===== src/hw/adc_scan_pkg.sv =====
// package: register map, field layout and types for the adc input scan select block
package adc_scan_pkg;
  localparam logic [7:0] addr_input_select = 8'h00;  // the input selection register
  localparam logic [7:0] addr_scan_status  = 8'h04;  // current positive input and scan state
  localparam int pos_lsb    = 0;
  localparam int pos_w      = 5;
  localparam int neg_lsb    = 8;
  localparam int neg_w      = 5;
  localparam int count_lsb  = 16;
  localparam int count_w    = 4;
  localparam int offset_lsb = 20;
  localparam int offset_w   = 4;
  localparam logic [4:0] neg_pin_last   = 5'h07;
  localparam logic [4:0] neg_int_ground = 5'h18;
  localparam logic [4:0] io_ground_input = 5'h19;
  localparam logic [31:0] select_reset  = 32'h0000_0000;
  localparam logic [3:0] zero_nibble    = 4'h0;
  localparam int status_reserved_bit    = 9;   // status word: reserved negative code selected
  localparam int status_active_bit      = 10;  // status word: scan running

  typedef struct packed {
    logic [7:0]  addr;
    logic [31:0] wdata;
    logic        wr;
    logic        rd;
  } bus_req_type;

  typedef struct packed {
    logic [4:0] positive_input_select;
    logic [4:0] negative_input_select;
    logic       negative_reserved;
  } mux_sel_type;
endpackage : adc_scan_pkg


===== src/hw/adc_input_scan_select.sv =====
// module: input selection register and automatic pin-scan sequencer for the converter
// ****************************************
// Overview of operation
// nonzero scan count means scanning is active
// first conversion uses positive select plus offset
// each completed conversion increments the offset
// scan covers count plus one inputs
// range spans base+offset to base+offset+count
// software keeps scan range within existing channels
// negative select: pins 0-7, two grounds
// positive select codes map pins in order
// software sets sampling time for internal sources
// offset returns to zero after last input
// ****************************************
//
// The register addresses and strobed register access were chosen for this implementation.
`timescale 1ns/1ps
`default_nettype none
module adc_input_scan_select (
  input  wire logic                     i_mclk,
  input  wire logic                     i_rst_n,
  input  wire logic [7:0]               i_addr,
  input  wire logic [31:0]              i_wdata,
  input  wire logic                     i_wr,
  input  wire logic                     i_rd,
  input  wire logic                     i_conv_done,
  output logic      [31:0]              o_rdata,
  output logic      [4:0]               o_positive_input_select,
  output logic      [4:0]               o_negative_input_select,
  output logic                          o_negative_reserved,
  output logic                          o_scan_active
);
  typedef struct packed {
    logic [4:0]  pos_base;
    logic [4:0]  neg_code;
    logic [3:0]  count;
    logic [3:0]  offset;
    logic [3:0]  step;
    logic [31:0] rdata;
  } state_type;

  state_type st;
  state_type next_st;
  adc_scan_pkg::bus_req_type req;
  adc_scan_pkg::mux_sel_type sel;

  assign req = '{addr: i_addr, wdata: i_wdata, wr: i_wr, rd: i_rd};

  // ****************************************
  // helpers
  // ****************************************
  function automatic logic [31:0] pack_select(input state_type s);
    logic [31:0] v;
    v = 32'h0000_0000;
    v[adc_scan_pkg::pos_lsb +: adc_scan_pkg::pos_w]       = s.pos_base;
    v[adc_scan_pkg::neg_lsb +: adc_scan_pkg::neg_w]       = s.neg_code;
    v[adc_scan_pkg::count_lsb +: adc_scan_pkg::count_w]   = s.count;
    v[adc_scan_pkg::offset_lsb +: adc_scan_pkg::offset_w] = s.offset;
    return v;
  endfunction

  // status word: live positive input, reserved-negative flag and scan state at fixed bits
  function automatic logic [31:0] pack_status(input state_type s, input adc_scan_pkg::mux_sel_type m);
    logic [31:0] v;
    v = 32'h0000_0000;
    v[adc_scan_pkg::pos_lsb +: adc_scan_pkg::pos_w] = m.positive_input_select;
    v[adc_scan_pkg::status_reserved_bit]            = m.negative_reserved;
    v[adc_scan_pkg::status_active_bit]              = (s.count != adc_scan_pkg::zero_nibble);
    return v;
  endfunction

  adc_scan_mux u_mux (
    .i_pos_base (st.pos_base),
    .i_offset   (st.offset),
    .i_neg_code (st.neg_code),
    .o_sel      (sel)
  );

  // ****************************************
  // next state
  // ****************************************
  // step counts conversions within one scan; conversion done beside a write: write wins,
  // since software then restarts the scan from the new offset
  always_comb begin
    next_st = st;
    next_st.rdata = 32'h0000_0000;
    if (i_conv_done && (st.count != adc_scan_pkg::zero_nibble)) begin
      if (st.step == st.count) begin
        next_st.offset = adc_scan_pkg::zero_nibble;
        next_st.step   = adc_scan_pkg::zero_nibble;
      end else begin
        next_st.offset = st.offset + 4'h1;
        next_st.step   = st.step + 4'h1;
      end
    end
    if (req.wr && (req.addr == adc_scan_pkg::addr_input_select)) begin
      next_st.pos_base = req.wdata[adc_scan_pkg::pos_lsb +: adc_scan_pkg::pos_w];
      next_st.neg_code = req.wdata[adc_scan_pkg::neg_lsb +: adc_scan_pkg::neg_w];
      next_st.count    = req.wdata[adc_scan_pkg::count_lsb +: adc_scan_pkg::count_w];
      next_st.offset   = req.wdata[adc_scan_pkg::offset_lsb +: adc_scan_pkg::offset_w];
      next_st.step     = adc_scan_pkg::zero_nibble;
    end
    if (req.rd) begin
      unique case (req.addr)
        adc_scan_pkg::addr_input_select: next_st.rdata = pack_select(st);
        adc_scan_pkg::addr_scan_status:  next_st.rdata = pack_status(st, sel);
        default: next_st.rdata = 32'h0000_0000;  // unmapped reads zero
      endcase
    end
  end

  // ****************************************
  // state register
  // ****************************************
  always_ff @(posedge i_mclk) begin
    if (!i_rst_n) begin
      st <= '0;
    end else begin
      st <= next_st;
    end
  end

  assign o_rdata                 = st.rdata;
  assign o_positive_input_select = sel.positive_input_select;
  assign o_negative_input_select = sel.negative_input_select;
  assign o_negative_reserved     = sel.negative_reserved;
  assign o_scan_active           = (st.count != adc_scan_pkg::zero_nibble);

  // ****************************************
  // checks
  // ****************************************
  property p_offset_step;
    @(posedge i_mclk) disable iff (!i_rst_n)
      (i_conv_done && !i_wr && o_scan_active && st.step != st.count)
      |=> (st.offset == $past(st.offset) + 4'h1);
  endproperty
  a_offset_step: assert property (p_offset_step) else $error("offset did not advance");

  property p_wrap;
    @(posedge i_mclk) disable iff (!i_rst_n)
      (i_conv_done && !i_wr && o_scan_active && st.step == st.count) |=> (st.offset == 4'h0);
  endproperty
  a_wrap: assert property (p_wrap) else $error("offset not cleared at scan end");

  property p_idle;
    @(posedge i_mclk) disable iff (!i_rst_n)
      (i_conv_done && !i_wr && !o_scan_active) |=> $stable(st.offset);
  endproperty
  a_idle: assert property (p_idle) else $error("offset moved with scan off");

  property p_pos_sum;
    @(posedge i_mclk) disable iff (!i_rst_n)
      (i_wr && i_addr == adc_scan_pkg::addr_input_select)
      |=> o_positive_input_select == $past(i_wdata[adc_scan_pkg::pos_lsb +: adc_scan_pkg::pos_w]) +
          {1'b0, $past(i_wdata[adc_scan_pkg::offset_lsb +: adc_scan_pkg::offset_w])};
  endproperty
  a_pos_sum: assert property (p_pos_sum) else $error("positive input not base plus offset");

  property p_count;
    @(posedge i_mclk) disable iff (!i_rst_n) st.step <= st.count || st.count == 4'h0;
  endproperty
  a_count: assert property (p_count) else $error("step beyond scan count");

  property p_neg;
    @(posedge i_mclk) disable iff (!i_rst_n)
      (o_negative_input_select == adc_scan_pkg::io_ground_input) |-> !o_negative_reserved;
  endproperty
  a_neg: assert property (p_neg) else $error("io ground flagged reserved");

  property p_read;
    @(posedge i_mclk) disable iff (!i_rst_n)
      (i_rd && i_addr == adc_scan_pkg::addr_input_select && !i_wr && !i_conv_done)
      |=> o_rdata[4:0] == $past(st.pos_base);
  endproperty
  a_read: assert property (p_read) else $error("readback of positive select wrong");

  property p_range;
    @(posedge i_mclk) disable iff (!i_rst_n)
      (i_wr && i_addr == adc_scan_pkg::addr_input_select) |=> st.step == 4'h0;
  endproperty
  a_range: assert property (p_range) else $error("scan not restarted by write");

  // status flags must mirror the live outputs seen at the read strobe
  property p_status_bits;
    @(posedge i_mclk) disable iff (!i_rst_n)
      (i_rd && i_addr == adc_scan_pkg::addr_scan_status)
      |=> (o_rdata[adc_scan_pkg::status_active_bit] == $past(o_scan_active)) &&
          (o_rdata[adc_scan_pkg::status_reserved_bit] == $past(o_negative_reserved));
  endproperty
  a_status_bits: assert property (p_status_bits) else $error("status flags wrong");

  // the negative code reaches the mux one cycle after the write
  property p_neg_write;
    @(posedge i_mclk) disable iff (!i_rst_n)
      (i_wr && i_addr == adc_scan_pkg::addr_input_select)
      |=> o_negative_input_select == $past(i_wdata[adc_scan_pkg::neg_lsb +: adc_scan_pkg::neg_w]);
  endproperty
  a_neg_write: assert property (p_neg_write) else $error("negative code not taken from write");

  // codes between the last pin and internal ground are reserved
  property p_reserved_band;
    @(posedge i_mclk) disable iff (!i_rst_n)
      (o_negative_input_select > adc_scan_pkg::neg_pin_last &&
       o_negative_input_select < adc_scan_pkg::neg_int_ground) |-> o_negative_reserved;
  endproperty
  a_reserved_band: assert property (p_reserved_band) else $error("reserved code not flagged");

  // inside a scan the mux walks to the next positive input; an offset wrap at four bits is left out
  property p_scan_walk;
    @(posedge i_mclk) disable iff (!i_rst_n)
      (i_conv_done && !i_wr && o_scan_active && st.step != st.count && !(&st.offset))
      |=> o_positive_input_select == $past(o_positive_input_select) + 5'h01;
  endproperty
  a_scan_walk: assert property (p_scan_walk) else $error("positive input did not advance");

  // the count field lands as written, so the scan length follows it
  property p_count_write;
    @(posedge i_mclk) disable iff (!i_rst_n)
      (i_wr && i_addr == adc_scan_pkg::addr_input_select)
      |=> st.count == $past(i_wdata[adc_scan_pkg::count_lsb +: adc_scan_pkg::count_w]);
  endproperty
  a_count_write: assert property (p_count_write) else $error("scan count not taken from write");

  // after the last input the mux is back at the base positive input
  property p_last_input;
    @(posedge i_mclk) disable iff (!i_rst_n)
      (i_conv_done && !i_wr && o_scan_active && st.step == st.count)
      |=> o_positive_input_select == st.pos_base;
  endproperty
  a_last_input: assert property (p_last_input) else $error("scan did not return to base");
endmodule // adc_input_scan_select
`default_nettype wire


===== src/hw/adc_scan_mux.sv =====
// module: combinational route from the select fields to the analog mux codes
`timescale 1ns/1ps
`default_nettype none
module adc_scan_mux (
  input  wire logic [4:0]               i_pos_base,
  input  wire logic [3:0]               i_offset,
  input  wire logic [4:0]               i_neg_code,
  output var adc_scan_pkg::mux_sel_type o_sel
);
  // ****************************************
  // mux selection
  // ****************************************
  // positive input is base plus offset; sum wraps at five bits, software keeps it in range
  always_comb begin
    o_sel.positive_input_select = i_pos_base + {1'b0, i_offset};
    o_sel.negative_input_select = i_neg_code;
    o_sel.negative_reserved     = !((i_neg_code <= adc_scan_pkg::neg_pin_last) ||
                                    (i_neg_code == adc_scan_pkg::neg_int_ground) ||
                                    (i_neg_code == adc_scan_pkg::io_ground_input));
  end
endmodule // adc_scan_mux
`default_nettype wire


===== config.mk =====
export PLATFORM = sky130hd
export DESIGN_NAME = adc_input_scan_select
export DESIGN_NICKNAME = d
export VERILOG_FILES = /design/src/hw/adc_scan_pkg.sv /design/src/hw/adc_input_scan_select.sv /design/src/hw/adc_scan_mux.sv
export SDC_FILE = /design/constraint.sdc
export NUM_CORES = 1
export LEC_CHECK = 0
export ABC_CLOCK_PERIOD_IN_PS = 4000
export BUFFER_PORTS_ARGS = -buffer_cell sky130_fd_sc_hd__buf_2
export CAP_MARGIN = 20
export CORE_UTILIZATION = 33
export DETAILED_ROUTE_END_ITERATION = 12
export GPL_ROUTABILITY_DRIVEN = 0
export PLACE_DENSITY = 0.61
export SLEW_MARGIN = 20
export SYNTH_ARGS = -nofsm -noshare
export SYNTH_HDL_FRONTEND = slang
export SYNTH_SLANG_ARGS = --single-unit

===== constraint.sdc =====
create_clock -name i_mclk -period 4 [get_ports i_mclk]
set_clock_uncertainty 0.05 [all_clocks]
set_input_delay 0.2 -clock i_mclk [delete_from_list [all_inputs] [get_ports i_mclk]]
set_output_delay 0.2 -clock i_mclk [all_outputs]
set_load 0.03 [all_outputs]

Word level (Yosys, flattened, before mapping) --
Cells that the tools add are included.
Storage, ports and cells: flip-flop bits (word level) 54, output and inout bits 44, logic and storage cells 29
Cells by class: $add $sub $neg 3, order comparisons 1, eq/ne operators 4, muxes and demuxes 4, bitwise logic cells 1, reduce and logical (&&, ||, !) cells 10
Operators with widths (number):
- $pmux W24 S2 | 1
- $mux W8 | 3
- $eq A5 B5 Y1 const B | 2
- $add A4 B1 Y4 const B | 2
- $eq A8 B3 Y1 const B | 1
- $logic_not A8 Y1 | 1
- $add A5 B4 Y5 | 1
- $le A5 B3 Y1 const B | 1
- $eq A4 B4 Y1 | 1
- $reduce_bool A4 Y1 | 1
- $logic_and A1 B1 Y1 | 2
- $logic_or A1 B1 Y1 | 2
- $reduce_and A2 Y1 | 1
- $reduce_bool A2 Y1 | 1
- $reduce_or A2 Y1 | 1
- $logic_not A1 Y1 | 1
- $not A1 Y1 | 1

Depth between registers and ports, before layout --
depth after elaboration 5, depth in mapped cells 8, depth with buffers taken out 8

Cells and area by module --
Synthesis repeated with hierarchy kept, for this count alone.
Second synthesis, totals: cell total of the unflattened synthesis 231, area total of the unflattened synthesis 2049.5 um2
By module, submodules not included:
- adc_input_scan_select | times used 1, cells an instance 204, area each 1845.5 um2
- adc_scan_mux | times used 1, cells an instance 27, area each 203.9 um2

Worst setup path before layout --
Ideal clock, no wire load.
path kind reg-to-output, start point register st[36] (netlist bit), end point output o_positive_input_select[4], arrival 1.758 ns, required time 3.750 ns, setup slack 1.992 ns, stages on the path, launching flop included 8, buffers on the path 0, cells stage by stage dfxtp_1 > ha_1 > inv_1 > fa_1 > nor2b_1 > o21ai_0 > nand2_1 > xor2_1
On the way: word-level cells in the longest chain between the ends 1
RTL lines:
- from (decl) | RTL line adc_input_scan_select.sv:42 | state_type st;
- from (signal assigned) | RTL line adc_input_scan_select.sv:119 | st <= next_st;
- $add A5 B4 Y5 | RTL line adc_scan_mux.sv:15 | o_sel.positive_input_select = i_pos_base + {1'b0, i_offset};
- to (decl) | RTL line adc_input_scan_select.sv:28 | output logic [4:0] o_positive_input_select,
Every way passes these cells.

Worst setup path after layout --
Ends and elaborated chain as after synthesis.

==> impl_results.md <==
- Largest fanout on the critical path: 6
- Largest net degree at the start of global routing: 22
- Multi-input combinational cell area: 907 sq um
- Tightest Pin Transition: 909 ps
- Power per cell area: 328 nW/um^2
- Slew headroom: 38.9%
- Number of buffers created by CTS: 5
- Row count: 27
- Post-synth cell types: 36
- Post-place setup slack: 1840 ps
- Diode count: 0
- VDD IR-drop max: 0.155 mV
- Final core occ: 39.2%
- DRT Wirelength: 4.06 mm
- CTS tree: yes
- Syn Inst Count: 229
- CTS Hold Buffers Added: 0
- Cell chain of the critical path: ha_1, inv_1, fa_1, nor2b_1, o21ai_0, nand2_1, xor2_1, buf_2
- Sink Count: 40
- Final Slew Violations: 0
- Status: finished clean
- Arr. time, crit path: 2110 ps
- CP Buf/Inv Count: 2
- Io pins: 89
- 1st-iter DRT viols: 27
- Total core area: 5680 sq um
- Setup Buffers After CTS: 0
- Number of vias per cell: 4.59
- Root cell of the clock tree: clkbuf_8
- Die W: 79.7 microns
- Ys flop type: dfxtp_1
- Setup_tns: 0 ps
- CP peak stage delay: 440 ps
- #FFs+latches synth: 40
- I/O Buffers: 60
- Cells after DPL: 332
- Cell family with most CP delay: adder cells
- Clock latency on the worst-skew pair: 280 ps
- Area of placed instances: 2130 sq um
- CP max-delay cell: dfxtp_1
- Htree depth: 2
- Nets@finish: 319
- Clk pin slew, worst setup/hold paths: 70 ps
- Gr ovfl total: 0
- Ys async rst share: 0%
- Synth Area per Inst: 8.69 sq um
- GRT Total Usage: 14.0%
- Deepest clock path buffer count: 2
- Worst hold-check path type: primary input to flip-flop
- Final ANT Viol Nets: 0
- Total design power: 729 uW
- Final min period: 2360 ps
- Max frequency: 424 MHz
- DIE AREA: 6350 sq um
- Crit path kind: flip-flop to primary output
- Post-route cell area: 2220 sq um
- Fill cells: 620
- Share of cells above drive strength 1: 27.3%
- Endpoints failing setup: 0
- Post-synth EDFFs: 0
- Max Cap Viol: 0
- DRT Pass-1 Iters: 4
- Ratio of final minimum period to clock period: 58.9%
- Critical Path Source Type: flip-flop
- First-pass GRT wire length: 6.77 mm
- Starting Density: 35.1%
- Wirelength per Cell: 12.0 microns
- Leakage Power: 1.04 nW
- CP endpoint kind: primary output
- Yosys warns: 0
- Final WS setup: 1640 ps
- Synthesized area: 1990 sq um
- Post-Layout Cell Count: 339
- Dpl hpwl: 3.06 mm
- Register Area: 801 sq um
- WHS: 97.4 ps
- Vias in the first global route: 1451
- Hold Vio Cnt, Final: 0
- Sequential area share after synthesis: 40.2%
- RSZ-0062 raised after global routing: no
- WP data required: 3750 ps
- Resized cells post-CTS: 0
- Synth-to-layout area growth: 11.8%
- Die Y: 79.7 microns
- Routed vias: 1555
- DRC viols: 0
- Initial antenna violation count: 0
[placed cells by master, fill, tap and decap left out, drive strengths merged, types with 2 or more instances in the layout]
cell type  netlist  final
a21boi          14     14
a21oi           10     10
a22oi            7      7
and2            10     10
buf             39     61
clkbuf           4      7
conb             1     14
dfxtp           40     40
ha               6      6
inv              6      6
nand2           34     34
nand3            2      2
nand3b           2      2
nor2            18     18
nor2b            2      2
nor3             6      6
nor4             3      3
o21ai            8      8
xnor2            3      3
xor2             5      5
[cell families after synthesis]
group | count (synthesis) | synth area share [%]
simple gates | 81 | 20.4
buf+inv | 49 | 16.7
compound gates | 43 | 14.2
flops | 40 | 40.2
xor+xnor | 8 | 3.52
fa+ha+maj | 7 | 4.78
other cells | 1 | 0.188
[state kept, by name (all words and copies together), names as in the netlist]
name     count
o_rdata     18
st          22
[final cells by class]
cell class,instances,share of cell area [%]
multi-input combinational,153,40.8
sequential,40,36.0
timing repair buffer,61,13.8
clock buffer,7,4.33
tap,72,4.05
inverter,6,1.01
[path summary, 6_finish.rpt]
check | from | endpoint | slack [ps] | cells past startpoint
min | i_wdata[16] | st[40] | 100 | 3
max reg2reg | st[36] | o_rdata[4] | 2100 | 8
min reg2reg | st[44] | st[44] | 420 | 2
max | st[36] | o_positive_input_select[4] | 1640 | 8
[cells in the mapped netlist (4+ instances only)]
cell	instances	area, sq um
nand2_1	33	124
a21oi_1	9	45.0
ha_1	6	75.1
inv_1	6	22.5
a22oi_1	7	52.6
xor2_1	5	43.8
o21ai_0	8	40.0
and2_1	10	62.6
nor2_1	18	67.6
clkbuf_1	4	15.0
a21boi_1	9	67.6
nor3_1	6	30.0
a21boi_0	5	37.5
dfxtp_1	40	801
buf_4	37	278
[worst reg2reg max path, delay by kind of cell (launching register included)]
family                   cells  cell delay, ps
AO/OA/AOI/OAI                2             300
buffers and inverters        1              60
adder cells (fa/ha/maj)      2             620
XOR/XNOR                     1             130
flip-flops                   1             440
AND/OR/NAND/NOR              2             180
[power by group]
| part | total, mW | switching (mW) | internal (mW) |
|---|---|---|---|
| clock | 0.286 | 0.132 | 0.154 |
| combinational | 0.0450 | 0.0305 | 0.0144 |
| sequential | 0.398 | 0.000312 | 0.398 |
| total | 0.729 | 0.163 | 0.566 |
[routing by layer]
| layer | global-route usage, % | vias up | wire length, microns | share of wire [%] |
|---|---|---|---|---|
| li1 | - | 789 | - | - |
| met1 | 17.4 | 707 | 1900 | 47 |
| met2 | 22.1 | 54 | 1840 | 45 |
| met3 | 4.34 | 5 | 242 | 6.0 |
| met4 | 6.00 | 0 | 75 | 1.8 |
| met5 | 0 | - | 0 | 0 |
(Power assumes the default switching activity.)
